**src/logic/sas_pkg.sv**
```systemverilog
package sas_pkg;

  // ****************************************
  // Register map
  // ****************************************
  localparam int APB_AW = 8;
  localparam int APB_DW = 32;
  localparam int REG_W = 8;
  localparam logic [APB_AW-1:0] ADDR_CONTROL = 8'h00;
  localparam logic [APB_AW-1:0] ADDR_CONFIG = 8'h04;
  localparam logic [APB_AW-1:0] ADDR_RESULT_HIGH = 8'h08;
  localparam logic [APB_AW-1:0] ADDR_RESULT_LOW = 8'h0c;
  localparam logic [APB_AW-1:0] ADDR_DONE_FLAG = 8'h10;
  localparam logic [APB_AW-1:0] ADDR_IRQ_ENABLE = 8'h14;

  // ****************************************
  // Field layout and reset values
  // ****************************************
  localparam int CTRL_ON_BIT = 0;
  localparam int CTRL_GO_BIT = 1;
  localparam int CTRL_CHS_LSB = 2;
  localparam int CHS_W = 5;
  localparam int CFG_PREF_LSB = 0;
  localparam int PREF_W = 2;
  localparam int CFG_NREF_BIT = 2;
  localparam int CFG_CS_LSB = 4;
  localparam int CS_W = 3;
  localparam int CFG_FMT_BIT = 7;
  localparam int FLAG_BIT = 0;
  localparam int IRQ_EN_BIT = 0;
  localparam logic [REG_W-1:0] CONFIG_WMASK = 8'hf7;
  localparam logic [CHS_W-1:0] CHS_RESET = 5'h00;
  localparam logic [REG_W-1:0] CONFIG_RESET = 8'h00;
  localparam logic [REG_W-1:0] RESULT_RESET = 8'h00;

  // ****************************************
  // Codes
  // ****************************************
  localparam int RES_W = 10;
  localparam int IDX_W = 4;
  localparam logic [CHS_W-1:0] CHS_LAST_ANALOG = 5'h0d;
  localparam logic [CHS_W-1:0] CHS_TEMP_REF = 5'h1d;
  localparam logic [CHS_W-1:0] CHS_DAC_OUT = 5'h1e;
  localparam logic [CHS_W-1:0] CHS_FIXED_REF = 5'h1f;
  localparam logic [PREF_W-1:0] PREF_SUPPLY = 2'h0;
  localparam logic [PREF_W-1:0] PREF_EXTERNAL = 2'h2;
  localparam logic [PREF_W-1:0] PREF_FIXED = 2'h3;
  localparam logic [CS_W-1:0] CS_DIV2 = 3'h0;
  localparam logic [CS_W-1:0] CS_DIV4 = 3'h4;
  localparam logic [CS_W-1:0] CS_DIV8 = 3'h1;
  localparam logic [CS_W-1:0] CS_DIV16 = 3'h5;
  localparam logic [CS_W-1:0] CS_DIV32 = 3'h2;
  localparam logic [CS_W-1:0] CS_DIV64 = 3'h6;
  localparam logic [1:0] CS_RC_LOW = 2'h3;

  // ****************************************
  // Timing
  // ****************************************
  localparam int HALF_W = 5;
  localparam logic [HALF_W-1:0] HALF_DIV2 = 5'd1;
  localparam logic [HALF_W-1:0] HALF_DIV4 = 5'd2;
  localparam logic [HALF_W-1:0] HALF_DIV8 = 5'd4;
  localparam logic [HALF_W-1:0] HALF_DIV16 = 5'd8;
  localparam logic [HALF_W-1:0] HALF_DIV32 = 5'd16;
  localparam logic [HALF_W-1:0] HALF_DIV64 = 5'd31;
  localparam logic [HALF_W-1:0] HALF_DIV64_FIX = 5'd1;
  localparam logic [1:0] HOLD_HALF_TICKS = 2'd3;
  localparam int CLK_PERIOD_NS = 100;
  localparam int INSTR_CYCLE_NS = 400;
  localparam int START_DELAY_CLKS = (INSTR_CYCLE_NS + CLK_PERIOD_NS - 1) / CLK_PERIOD_NS;
  localparam logic [2:0] START_DELAY_LAST = 3'(START_DELAY_CLKS - 1);

  typedef enum logic [1:0] {
    SEQ_IDLE,
    SEQ_DELAY,
    SEQ_HOLD,
    SEQ_BITS
  } sas_state_t;

endpackage

```
**src/logic/sas_tick_if.sv**
```systemverilog
`timescale 1ns/1ps
interface sas_tick_if;
  logic [2:0] clk_sel;
  logic run;
  logic rc_tick;
  logic half_tick;
  modport gen (input clk_sel, input run, input rc_tick, output half_tick);
  modport seq (output clk_sel, output run, output rc_tick, input half_tick);
endinterface

```
**src/logic/sas_tick_gen.sv**
```systemverilog
`timescale 1ns/1ps
module sas_tick_gen (
  input wire logic pclk,
  input wire logic presetn,
  sas_tick_if.gen tk
);
  import sas_pkg::*;

  // ****************************************
  // Half bit-period divider
  // ****************************************
  logic [HALF_W-1:0] cnt;
  logic [HALF_W-1:0] limit;
  logic [HALF_W-1:0] last;

  always_comb begin
    case (tk.clk_sel)
      CS_DIV2: limit = HALF_DIV2;
      CS_DIV4: limit = HALF_DIV4;
      CS_DIV8: limit = HALF_DIV8;
      CS_DIV16: limit = HALF_DIV16;
      CS_DIV32: limit = HALF_DIV32;
      default: limit = HALF_DIV32;
    endcase
  end

  // Divide by 64 needs 32 clocks per half period, one past the counter range
  assign last = (tk.clk_sel == CS_DIV64) ? HALF_DIV64 : limit - HALF_DIV64_FIX;

  always_ff @(posedge pclk or negedge presetn) begin
    if (!presetn) begin
      cnt <= '0;
      tk.half_tick <= 1'b0;
    end else if (!tk.run) begin
      cnt <= '0;
      tk.half_tick <= 1'b0;
    end else if (tk.clk_sel[1:0] == CS_RC_LOW) begin
      cnt <= '0;
      tk.half_tick <= tk.rc_tick;
    end else if (cnt == last) begin
      cnt <= '0;
      tk.half_tick <= 1'b1;
    end else begin
      cnt <= cnt + HALF_DIV64_FIX;
      tk.half_tick <= 1'b0;
    end
  end

endmodule

```
**src/logic/sas_adc_seq.sv**
```systemverilog
// Our own choices: the placing of the registers and register access over APB.
`timescale 1ns/1ps
module sas_adc_seq (
  input wire logic pclk,
  input wire logic presetn,
  input wire logic psel,
  input wire logic penable,
  input wire logic pwrite,
  input wire logic [sas_pkg::APB_AW-1:0] paddr,
  input wire logic [sas_pkg::APB_DW-1:0] pwdata,
  output logic [sas_pkg::APB_DW-1:0] prdata,
  output logic pready,
  output logic pslverr,
  input wire logic sleep_active,
  input wire logic rc_tick,
  input wire logic compare_trigger,
  input wire logic cmp_high,
  output logic converter_powered,
  output logic sample_hold,
  output logic [sas_pkg::RES_W-1:0] sar_code,
  output logic [3:0] ain_index,
  output logic ain_connect,
  output logic temp_ref_connect,
  output logic dac_connect,
  output logic fixed_ref_connect,
  output logic nref_external,
  output logic pref_supply,
  output logic pref_external,
  output logic pref_fixed,
  output logic trigger_timer_reset,
  output logic conversion_irq,
  output logic wake_request
);
  import sas_pkg::*;

  // ****************************************
  // Declarations
  // ****************************************
  logic converter_on;
  logic go_busy;
  logic [CHS_W-1:0] channel_select;
  logic [REG_W-1:0] conversion_config;
  logic [REG_W-1:0] result_high;
  logic [REG_W-1:0] result_low;
  logic conversion_done_flag;
  logic conversion_irq_enable;
  logic sleep_off_latch;
  sas_state_t state;
  logic [1:0] hold_cnt;
  logic [2:0] delay_cnt;
  logic [IDX_W-1:0] bit_idx;
  logic bit_phase;
  logic [RES_W-1:0] sar;

  logic addr_hit;
  logic [REG_W-1:0] rd_byte;
  logic access;
  logic wr_control;
  logic wr_config;
  logic wr_flag;
  logic wr_irq_en;
  logic rc_selected;
  logic sleep_abort;
  logic can_start;
  logic start_req;
  logic sw_abort;
  logic off_abort;
  logic complete;
  logic load_result;
  logic [RES_W-1:0] next_result;
  logic [RES_W-1:0] partial;
  logic gated_on;

  sas_tick_if tick ();

  sas_tick_gen u_tick (
    .pclk(pclk),
    .presetn(presetn),
    .tk(tick)
  );

  // ****************************************
  // APB decode and read path
  // ****************************************
  always_comb begin
    addr_hit = 1'b1;
    rd_byte = '0;
    case (paddr)
      ADDR_CONTROL: rd_byte = {1'b0, channel_select, go_busy, converter_on};
      ADDR_CONFIG: rd_byte = conversion_config & CONFIG_WMASK;
      ADDR_RESULT_HIGH: rd_byte = result_high;
      ADDR_RESULT_LOW: rd_byte = result_low;
      ADDR_DONE_FLAG: rd_byte = {7'h00, conversion_done_flag};
      ADDR_IRQ_ENABLE: rd_byte = {7'h00, conversion_irq_enable};
      default: addr_hit = 1'b0;
    endcase
  end

  // One wait state so read data comes from a flop
  always_ff @(posedge pclk or negedge presetn) begin
    if (!presetn) begin
      pready <= 1'b0;
    end else begin
      pready <= psel & penable & ~pready;
    end
  end

  always_ff @(posedge pclk or negedge presetn) begin
    if (!presetn) begin
      prdata <= '0;
      pslverr <= 1'b0;
    end else if (psel & penable & ~pready) begin
      prdata <= {24'h000000, rd_byte};
      pslverr <= ~addr_hit;
    end else begin
      pslverr <= 1'b0;
    end
  end

  assign access = psel & penable & pready & addr_hit & pwrite;
  assign wr_control = access & (paddr == ADDR_CONTROL);
  assign wr_config = access & (paddr == ADDR_CONFIG);
  assign wr_flag = access & (paddr == ADDR_DONE_FLAG);
  assign wr_irq_en = access & (paddr == ADDR_IRQ_ENABLE);

  // ****************************************
  // Start, abort and completion conditions
  // ****************************************
  assign rc_selected = conversion_config[CFG_CS_LSB +: 2] == CS_RC_LOW;
  assign sleep_abort = sleep_active & ~rc_selected;
  assign gated_on = converter_on & ~sleep_off_latch & ~sleep_abort;
  assign can_start = gated_on & (state == SEQ_IDLE);
  assign start_req = can_start & ((wr_control & pwdata[CTRL_GO_BIT] & pwdata[CTRL_ON_BIT]) | compare_trigger);
  assign sw_abort = wr_control & go_busy & ~pwdata[CTRL_GO_BIT] & pwdata[CTRL_ON_BIT];
  // Turning off, or sleeping without the RC clock selected, drops the conversion with no result
  assign off_abort = go_busy & ((wr_control & ~pwdata[CTRL_ON_BIT]) | ~gated_on);
  assign complete = (state == SEQ_BITS) & tick.half_tick & bit_phase & (bit_idx == '0) & ~off_abort & ~sw_abort;
  assign load_result = complete | (sw_abort & ~off_abort);

  // unconverted bits copy the last one decided
  always_comb begin
    partial = sar;
    for (int i = 0; i < RES_W; i++) begin
      if ((state != SEQ_BITS) || (i[IDX_W-1:0] <= bit_idx)) begin
        partial[i] = (state == SEQ_BITS) && (bit_idx != IDX_W'(RES_W - 1)) ? sar[bit_idx + 1'b1] : 1'b0;
      end
    end
  end

  always_comb begin
    next_result = partial;
    if (complete) begin
      next_result = {sar[RES_W-1:1], cmp_high};
    end
  end

  // ****************************************
  // Tick generator hookup
  // ****************************************
  assign tick.clk_sel = conversion_config[CFG_CS_LSB +: CS_W];
  assign tick.run = (state == SEQ_HOLD) | (state == SEQ_BITS);
  assign tick.rc_tick = rc_tick;

  // ****************************************
  // Control, config and IRQ enable registers
  // ****************************************
  // reset clears all
  always_ff @(posedge pclk or negedge presetn) begin
    if (!presetn) begin
      converter_on <= 1'b0;
      channel_select <= CHS_RESET;
    end else if (wr_control) begin
      converter_on <= pwdata[CTRL_ON_BIT];
      channel_select <= pwdata[CTRL_CHS_LSB +: CHS_W];
    end
  end

  always_ff @(posedge pclk or negedge presetn) begin
    if (!presetn) begin
      conversion_config <= CONFIG_RESET;
    end else if (wr_config) begin
      conversion_config <= pwdata[REG_W-1:0] & CONFIG_WMASK;
    end
  end

  always_ff @(posedge pclk or negedge presetn) begin
    if (!presetn) begin
      conversion_irq_enable <= 1'b0;
    end else if (wr_irq_en) begin
      conversion_irq_enable <= pwdata[IRQ_EN_BIT];
    end
  end

  // ****************************************
  // Done flag, set wins over clear
  // ****************************************
  always_ff @(posedge pclk or negedge presetn) begin
    if (!presetn) begin
      conversion_done_flag <= 1'b0;
    end else if (complete) begin
      conversion_done_flag <= 1'b1;
    end else if (wr_flag & pwdata[FLAG_BIT]) begin
      conversion_done_flag <= 1'b0;
    end
  end

  // ****************************************
  // Sleep power-down latch
  // ****************************************
  always_ff @(posedge pclk or negedge presetn) begin
    if (!presetn) begin
      sleep_off_latch <= 1'b0;
    end else if (!sleep_active) begin
      sleep_off_latch <= 1'b0;
    end else if (complete & rc_selected & ~conversion_irq_enable) begin
      sleep_off_latch <= 1'b1;
    end
  end

  // ****************************************
  // Conversion sequencer
  // ****************************************
  always_ff @(posedge pclk or negedge presetn) begin
    if (!presetn) begin
      state <= SEQ_IDLE;
      go_busy <= 1'b0;
      hold_cnt <= '0;
      delay_cnt <= '0;
      bit_idx <= '0;
      bit_phase <= 1'b0;
      sar <= '0;
    end else if (sw_abort | off_abort | complete) begin
      state <= SEQ_IDLE;
      go_busy <= 1'b0;
      bit_phase <= 1'b0;
    end else begin
      case (state)
        SEQ_IDLE: begin
          if (start_req) begin
            go_busy <= 1'b1;
            hold_cnt <= '0;
            delay_cnt <= '0;
            sar <= '0;
            state <= rc_selected ? SEQ_DELAY : SEQ_HOLD;
          end
        end
        SEQ_DELAY: begin
          if (delay_cnt == START_DELAY_LAST) begin
            state <= SEQ_HOLD;
          end else begin
            delay_cnt <= delay_cnt + 3'd1;
          end
        end
        SEQ_HOLD: begin
          if (tick.half_tick) begin
            if (hold_cnt == HOLD_HALF_TICKS - 2'd1) begin
              state <= SEQ_BITS;
              bit_idx <= IDX_W'(RES_W - 1);
              bit_phase <= 1'b0;
              sar <= {1'b1, {(RES_W-1){1'b0}}};
            end else begin
              hold_cnt <= hold_cnt + 2'd1;
            end
          end
        end
        SEQ_BITS: begin
          if (tick.half_tick) begin
            bit_phase <= ~bit_phase;
            if (bit_phase) begin
              sar[bit_idx] <= cmp_high;
              sar[bit_idx - 1'b1] <= 1'b1;
              bit_idx <= bit_idx - 1'b1;
            end
          end
        end
        default: begin
          state <= SEQ_IDLE;
          go_busy <= 1'b0;
        end
      endcase
    end
  end

  // ****************************************
  // Result registers
  // ****************************************
  always_ff @(posedge pclk or negedge presetn) begin
    if (!presetn) begin
      result_high <= RESULT_RESET;
      result_low <= RESULT_RESET;
    end else if (load_result) begin
      if (conversion_config[CFG_FMT_BIT]) begin
        result_high <= {6'h00, next_result[RES_W-1 -: 2]};
        result_low <= next_result[REG_W-1:0];
      end else begin
        result_high <= next_result[RES_W-1 -: REG_W];
        result_low <= {next_result[1:0], 6'h00};
      end
    end
  end

  // ****************************************
  // Analog side drive
  // ****************************************
  always_ff @(posedge pclk or negedge presetn) begin
    if (!presetn) begin
      converter_powered <= 1'b0;
      sample_hold <= 1'b0;
      sar_code <= '0;
    end else begin
      converter_powered <= gated_on;
      // Falls with power on abort, never outlives the supply
      sample_hold <= go_busy & ~off_abort & (state != SEQ_DELAY);
      sar_code <= sar;
    end
  end

  always_ff @(posedge pclk or negedge presetn) begin
    if (!presetn) begin
      ain_index <= '0;
      ain_connect <= 1'b0;
      temp_ref_connect <= 1'b0;
      dac_connect <= 1'b0;
      fixed_ref_connect <= 1'b0;
    end else begin
      ain_index <= channel_select[3:0];
      ain_connect <= channel_select <= CHS_LAST_ANALOG;
      temp_ref_connect <= channel_select == CHS_TEMP_REF;
      dac_connect <= channel_select == CHS_DAC_OUT;
      fixed_ref_connect <= channel_select == CHS_FIXED_REF;
    end
  end

  always_ff @(posedge pclk or negedge presetn) begin
    if (!presetn) begin
      nref_external <= 1'b0;
      pref_supply <= 1'b1;
      pref_external <= 1'b0;
      pref_fixed <= 1'b0;
    end else begin
      nref_external <= conversion_config[CFG_NREF_BIT];
      pref_supply <= conversion_config[CFG_PREF_LSB +: PREF_W] == PREF_SUPPLY;
      pref_external <= conversion_config[CFG_PREF_LSB +: PREF_W] == PREF_EXTERNAL;
      pref_fixed <= conversion_config[CFG_PREF_LSB +: PREF_W] == PREF_FIXED;
    end
  end

  // ****************************************
  // Trigger timer and interrupt outputs
  // ****************************************
  always_ff @(posedge pclk or negedge presetn) begin
    if (!presetn) begin
      trigger_timer_reset <= 1'b0;
    end else begin
      trigger_timer_reset <= compare_trigger;
    end
  end

  // Flag-level interrupt; stays up until software clears the flag or the IRQ enable
  always_ff @(posedge pclk or negedge presetn) begin
    if (!presetn) begin
      conversion_irq <= 1'b0;
      wake_request <= 1'b0;
    end else begin
      conversion_irq <= conversion_done_flag & conversion_irq_enable;
      wake_request <= conversion_done_flag & conversion_irq_enable & sleep_active;
    end
  end

endmodule

```
**config.mk**
```make
export PLATFORM = sky130hd
export DESIGN_NAME = sas_adc_seq
export DESIGN_NICKNAME = d
export VERILOG_FILES = /design/src/logic/sas_pkg.sv /design/src/logic/sas_tick_if.sv /design/src/logic/sas_tick_gen.sv /design/src/logic/sas_adc_seq.sv
export SDC_FILE = /design/constraint.sdc
export NUM_CORES = 1
export LEC_CHECK = 0
export ABC_CLOCK_PERIOD_IN_PS = 2550
export BUFFER_PORTS_ARGS = -buffer_cell sky130_fd_sc_hd__buf_2
export CORE_MARGIN = 5
export CORE_UTILIZATION = 30
export CTS_BUF_LIST = sky130_fd_sc_hd__clkbuf_4
export CTS_CLUSTER_SIZE = 12
export DETAILED_ROUTE_END_ITERATION = 10
export PLACE_DENSITY = 0.61
export SYNTH_ARGS = -nofsm -noshare
export SYNTH_HDL_FRONTEND = slang
export SYNTH_SLANG_ARGS = --single-unit
```
**constraint.sdc**
```tcl
create_clock -name pclk -period 2.55 [get_ports pclk]
set_input_delay 0.51 -clock pclk [delete_from_list [all_inputs] [get_ports pclk]]
set_output_delay 0.51 -clock pclk [all_outputs]
set_load 0.05 [all_outputs]
```
==> metrics.md <==
| Metric | Value |
|---|---|
| Power per Cell Area | ~950 nW/µm² |
| Fillers | 1,787 |
| Multiplexer share of the synthesized area | 7.72% |
| TritonCTS Buffers | 9 |
| Synth async-reset ratio | 100% |
| Synthesis Warnings | 0 |
| Htree depth | 3 |
| Final setup viols | 0 |
| Initial Util | 30.5% |
| Unrepaired setup endpoints after global routing | false |
| Routed len/inst | 15.5 µm |
| Fraction of layout cells with a size suffix above 1 | between 20 and 25% |
| Clk_lat worst skew | between 0.4 and 0.5 ns |
| Clock Path Buffers | 2 |
| I/O pin cnt | 110 |
| Final Util | 35.3% |
| Post-Synth XOR/XNOR Area | under 10% |
| Max_cap viols | 0 |
| Antenna Cells | 0 |
| Final hold slack | 0.0658 ns |
| Vias in the first global route | 4,328 |
| Power Total | 5.78 mW |
| Final Skew | 0.0273 ns |
| Number of I/O port buffers | 61 |
| Sw Ratio | 44.3% |
| Synth unique cells | 65 |
| Antenna violations before repair | 0 |
| Routability cong. | 0.861 |
| Max Freq | between 400 and 500 MHz |
| Synth Area in Compound Gates | 17.9% |
| Die Y | between 100 and 150 µm |
| GRT overflow | 0 |
| Routed wire length | 13,100 µm |
| Placed Area | just under 6000 µm² |
| Fin crit period | 2.44 ns |
| Logic pwr share | 50.4% |
| Remaining antenna violation count | 0 |
| Mapped cell area | approximately 5200 µm² |
| Placed Instances | 824 |
| Crit path max fanout | 8 |
| Leakage power total | between 2 and 3 nW |
| Startpoint Class | flop |
| Hold Crit Class | primary input to async pin |
| Clk pwr share | 13.0% |
| Total track usage | between 10 and 15% |
| Sequential fraction of the synthesis area | 46.9% |
| Via count | between 4,000 and 5,000 |
| Finished Layout Cells | 840 |
| Clk root buf | clkbuf_4 |
| Remaining DRCs | 0 |
| Adder-cell share of the synthesized area | between 3 and 4% |
| Final Max Slew Viols | 0 |
| Simple-gate share of the synthesized area | 16.0% |
| Most used DFF post-synth | dfrtp_1 |
| Syn Inst Count | roughly 520 |
| Final HPWL DP | 9960 µm |
| First-pass GRT wire length | 21,400 µm |
| Main combinational cell family by area after synthesis | compound AO/OA/AOI/OAI gates |
| Register share of total power | 36.6% |
| Placeable Area | 17,200 µm² |
| Period utilization | a little over nine tenths |
| Post-Syn Area per Cell | 10.0 µm² |
| Number of synthesized register bits | slightly below 100 |
| Pint | 3.22 mW |
| Final worst-path setup slack | between 0.1 and 0.15 ns |
| Post-route cell area | 6070 µm² |
| Cell Rows | 48 |
| Initial DRC count | just over 300 |
| Die Wd | 142 µm |
| CP arrival | 2.82 ns |
| Largest net degree at the start of global routing | 56 |
| Status | finished, final reports clean |
| Total die area | 20,200 µm² |
| DR pass1 iterations | 7 |
| Pre-CTS setup slack | -0.166 ns |
| Slew @ Worst Pin | 0.692 ns |
| Crit. End Element | flop |
| Psw | 2.56 mW |
| Final Hold Fails | 0 |
| Slew HR | 53.9% |
| Total negative slack | 0 ns |
| CTS Hold Bufs | 0 |
| Vias per inst | 5.10 |
| Area grow syn2layout | 16.0% |
| Maximum vdd drop | 0.246 mV |
| CTS sink count | 98 |
| WS Path Type | flop to flop |
| Req. time, crit path | 2.93 ns |
| TritonCTS clock tree | done |
| Clk slew on worst S/H paths | 0.17 ns |
| Final nets | 673 |
| Post-synth EDFFs | 0 |
## worst paths after layout
kind / slack [ns] / cells past startpoint / from / endpoint
min in group pclk: 0.17 / 1 / compare_trigger / trigger_timer_reset
hold / removal: 0.07 / 1 / presetn / dac_connect
hold reg to reg: 0.43 / 0 / conversion_config[2] / nref_external
setup reg to reg: 0.11 / 7 / state[0] / result_low[7]
max in group asynchronous: 1.79 / 2 / presetn / state[0]
setup / recovery: 0.11 / 7 / state[0] / result_low[7]
## routing by layer
| metal | vias up | routed length (µm) | GRT usage [%] |
|---|---|---|---|
| met2 | 162 | 6200 | 21.4 |
| met4 | 0 | 335 | 6.52 |
| met5 | - | 0 | 0 |
| met3 | 33 | 843 | 2.32 |
| li1 | 2011 | - | - |
| met1 | 2077 | 5680 | 16.3 |
## repair_timing
| item | CTS | global route |
|---|---|---|
| buffers inserted | 0 | 0 |
| resized for setup | 1 | 2 |
| pin swaps | 0 | 0 |
| gates cloned | 0 | 0 |
| setup endpoints to repair | 1 | 9 |
## sequential cells by signal, summed over array words and instances (netlist names), 2 cells and up
signal and flops:
u_tick.cnt 5, delay_cnt 3, bit_idx 4, hold_cnt 2, sar 10, sar_code 10
conversion_config 7, prdata 8, result_low 8, state 2, ain_index 4, channel_select 5
result_high 8
## kinds of logic (layout without fill, tap and decap cells)
| kind of cell | Yosys count | in the layout |
|---|---|---|
| AND/OR/NAND/NOR | 171 | 171 |
| AO/OA/AOI/OAI | 128 | 128 |
| flip-flops | 98 | 98 |
| buffers and inverters | 67 | 138 |
| multiplexers | 36 | 36 |
| adder cells (fa/ha/maj) | 14 | 14 |
| XOR/XNOR | 6 | 6 |
| other | 1 | 24 |
## synth_stat cells (3+ instances only)
| cell type | number | area share, % |
|---|---|---|
| dfrtp_1 | 97 | 46 |
| nand2_1 | 55 | 3.9 |
| nor2_1 | 45 | 3.2 |
| o21ai_0 | 30 | 2.9 |
| buf_4 | 26 | 3.7 |
| mux2i_1 | 19 | 3.6 |
| a21oi_1 | 18 | 1.7 |
| inv_1 | 17 | 1.2 |
| clkbuf_1 | 15 | 1.1 |
| mux2_2 | 15 | 3.2 |
| ha_1 | 14 | 3.3 |
| nor3_1 | 13 | 1.2 |
| a221oi_1 | 11 | 1.8 |
| a211oi_1 | 10 | 1.4 |
| nand3_1 | 9 | 0.86 |
| nor2b_1 | 9 | 1.1 |
| and2_1 | 6 | 0.72 |
| a22o_1 | 5 | 0.84 |
| and3_1 | 5 | 0.60 |
| buf_2 | 5 | 0.48 |
| nand4_1 | 5 | 0.60 |
| o31ai_1 | 5 | 0.72 |
| a21boi_0 | 4 | 0.57 |
| a221o_1 | 4 | 0.77 |
| a31oi_1 | 4 | 0.48 |
| o211ai_1 | 4 | 0.57 |
| o31a_1 | 4 | 0.67 |
| o31ai_2 | 4 | 0.96 |
| xor2_1 | 4 | 0.67 |
| nand2b_1 | 3 | 0.36 |
| nand3b_1 | 3 | 0.43 |
| nor4b_1 | 3 | 0.50 |
| o2bb2ai_1 | 3 | 0.50 |
| or2_2 | 3 | 0.36 |
| or3_1 | 3 | 0.36 |
## power by group through the flow
stage | logic [mW] | clock network (mW) | registers (mW)
after floorplan | 1.89 | 0 | 2.28
after global placement | 2.78 | 0 | 2.13
after detailed placement | 2.87 | 0 | 2.15
after CTS | 2.89 | 0.786 | 2.11
after global routing | 3.17 | 0.847 | 2.15
final | 2.91 | 0.751 | 2.11
## worst max-delay path: stages (launching register included)
cell,delay (ns)
dfrtp_1,0.43
ha_1,0.26
nor2b_1,0.28
and2_1,0.26
a21oi_1,0.08
o32a_1,0.49
a2111o_1,0.42
o221a_2,0.13
## final cells by class
class,count,area [µm²],share of cell area [%]
timing repair buffer,104,643,10.6
multi-input combinational,379,2510,41.3
inverter,18,67.6,1.11
tap,225,282,4.64
clock inverter,6,43.8,0.721
clock buffer,10,75.1,1.24
sequential,98,2450,40.4
## cell usage in the layout, fill, tap and decap left out, types with 13 or more instances in the layout
master   instances
a21oi_1         18
nor3_1          13
mux2i_1         19
buf_2           60
nand2_1         55
dfrtp_1         97
inv_1           17
ha_1            14
nor2_1          45
mux2_2          15
buf_4           43
o21ai_0         30
conb_1          24
Power figures use the tool's default switching activity.
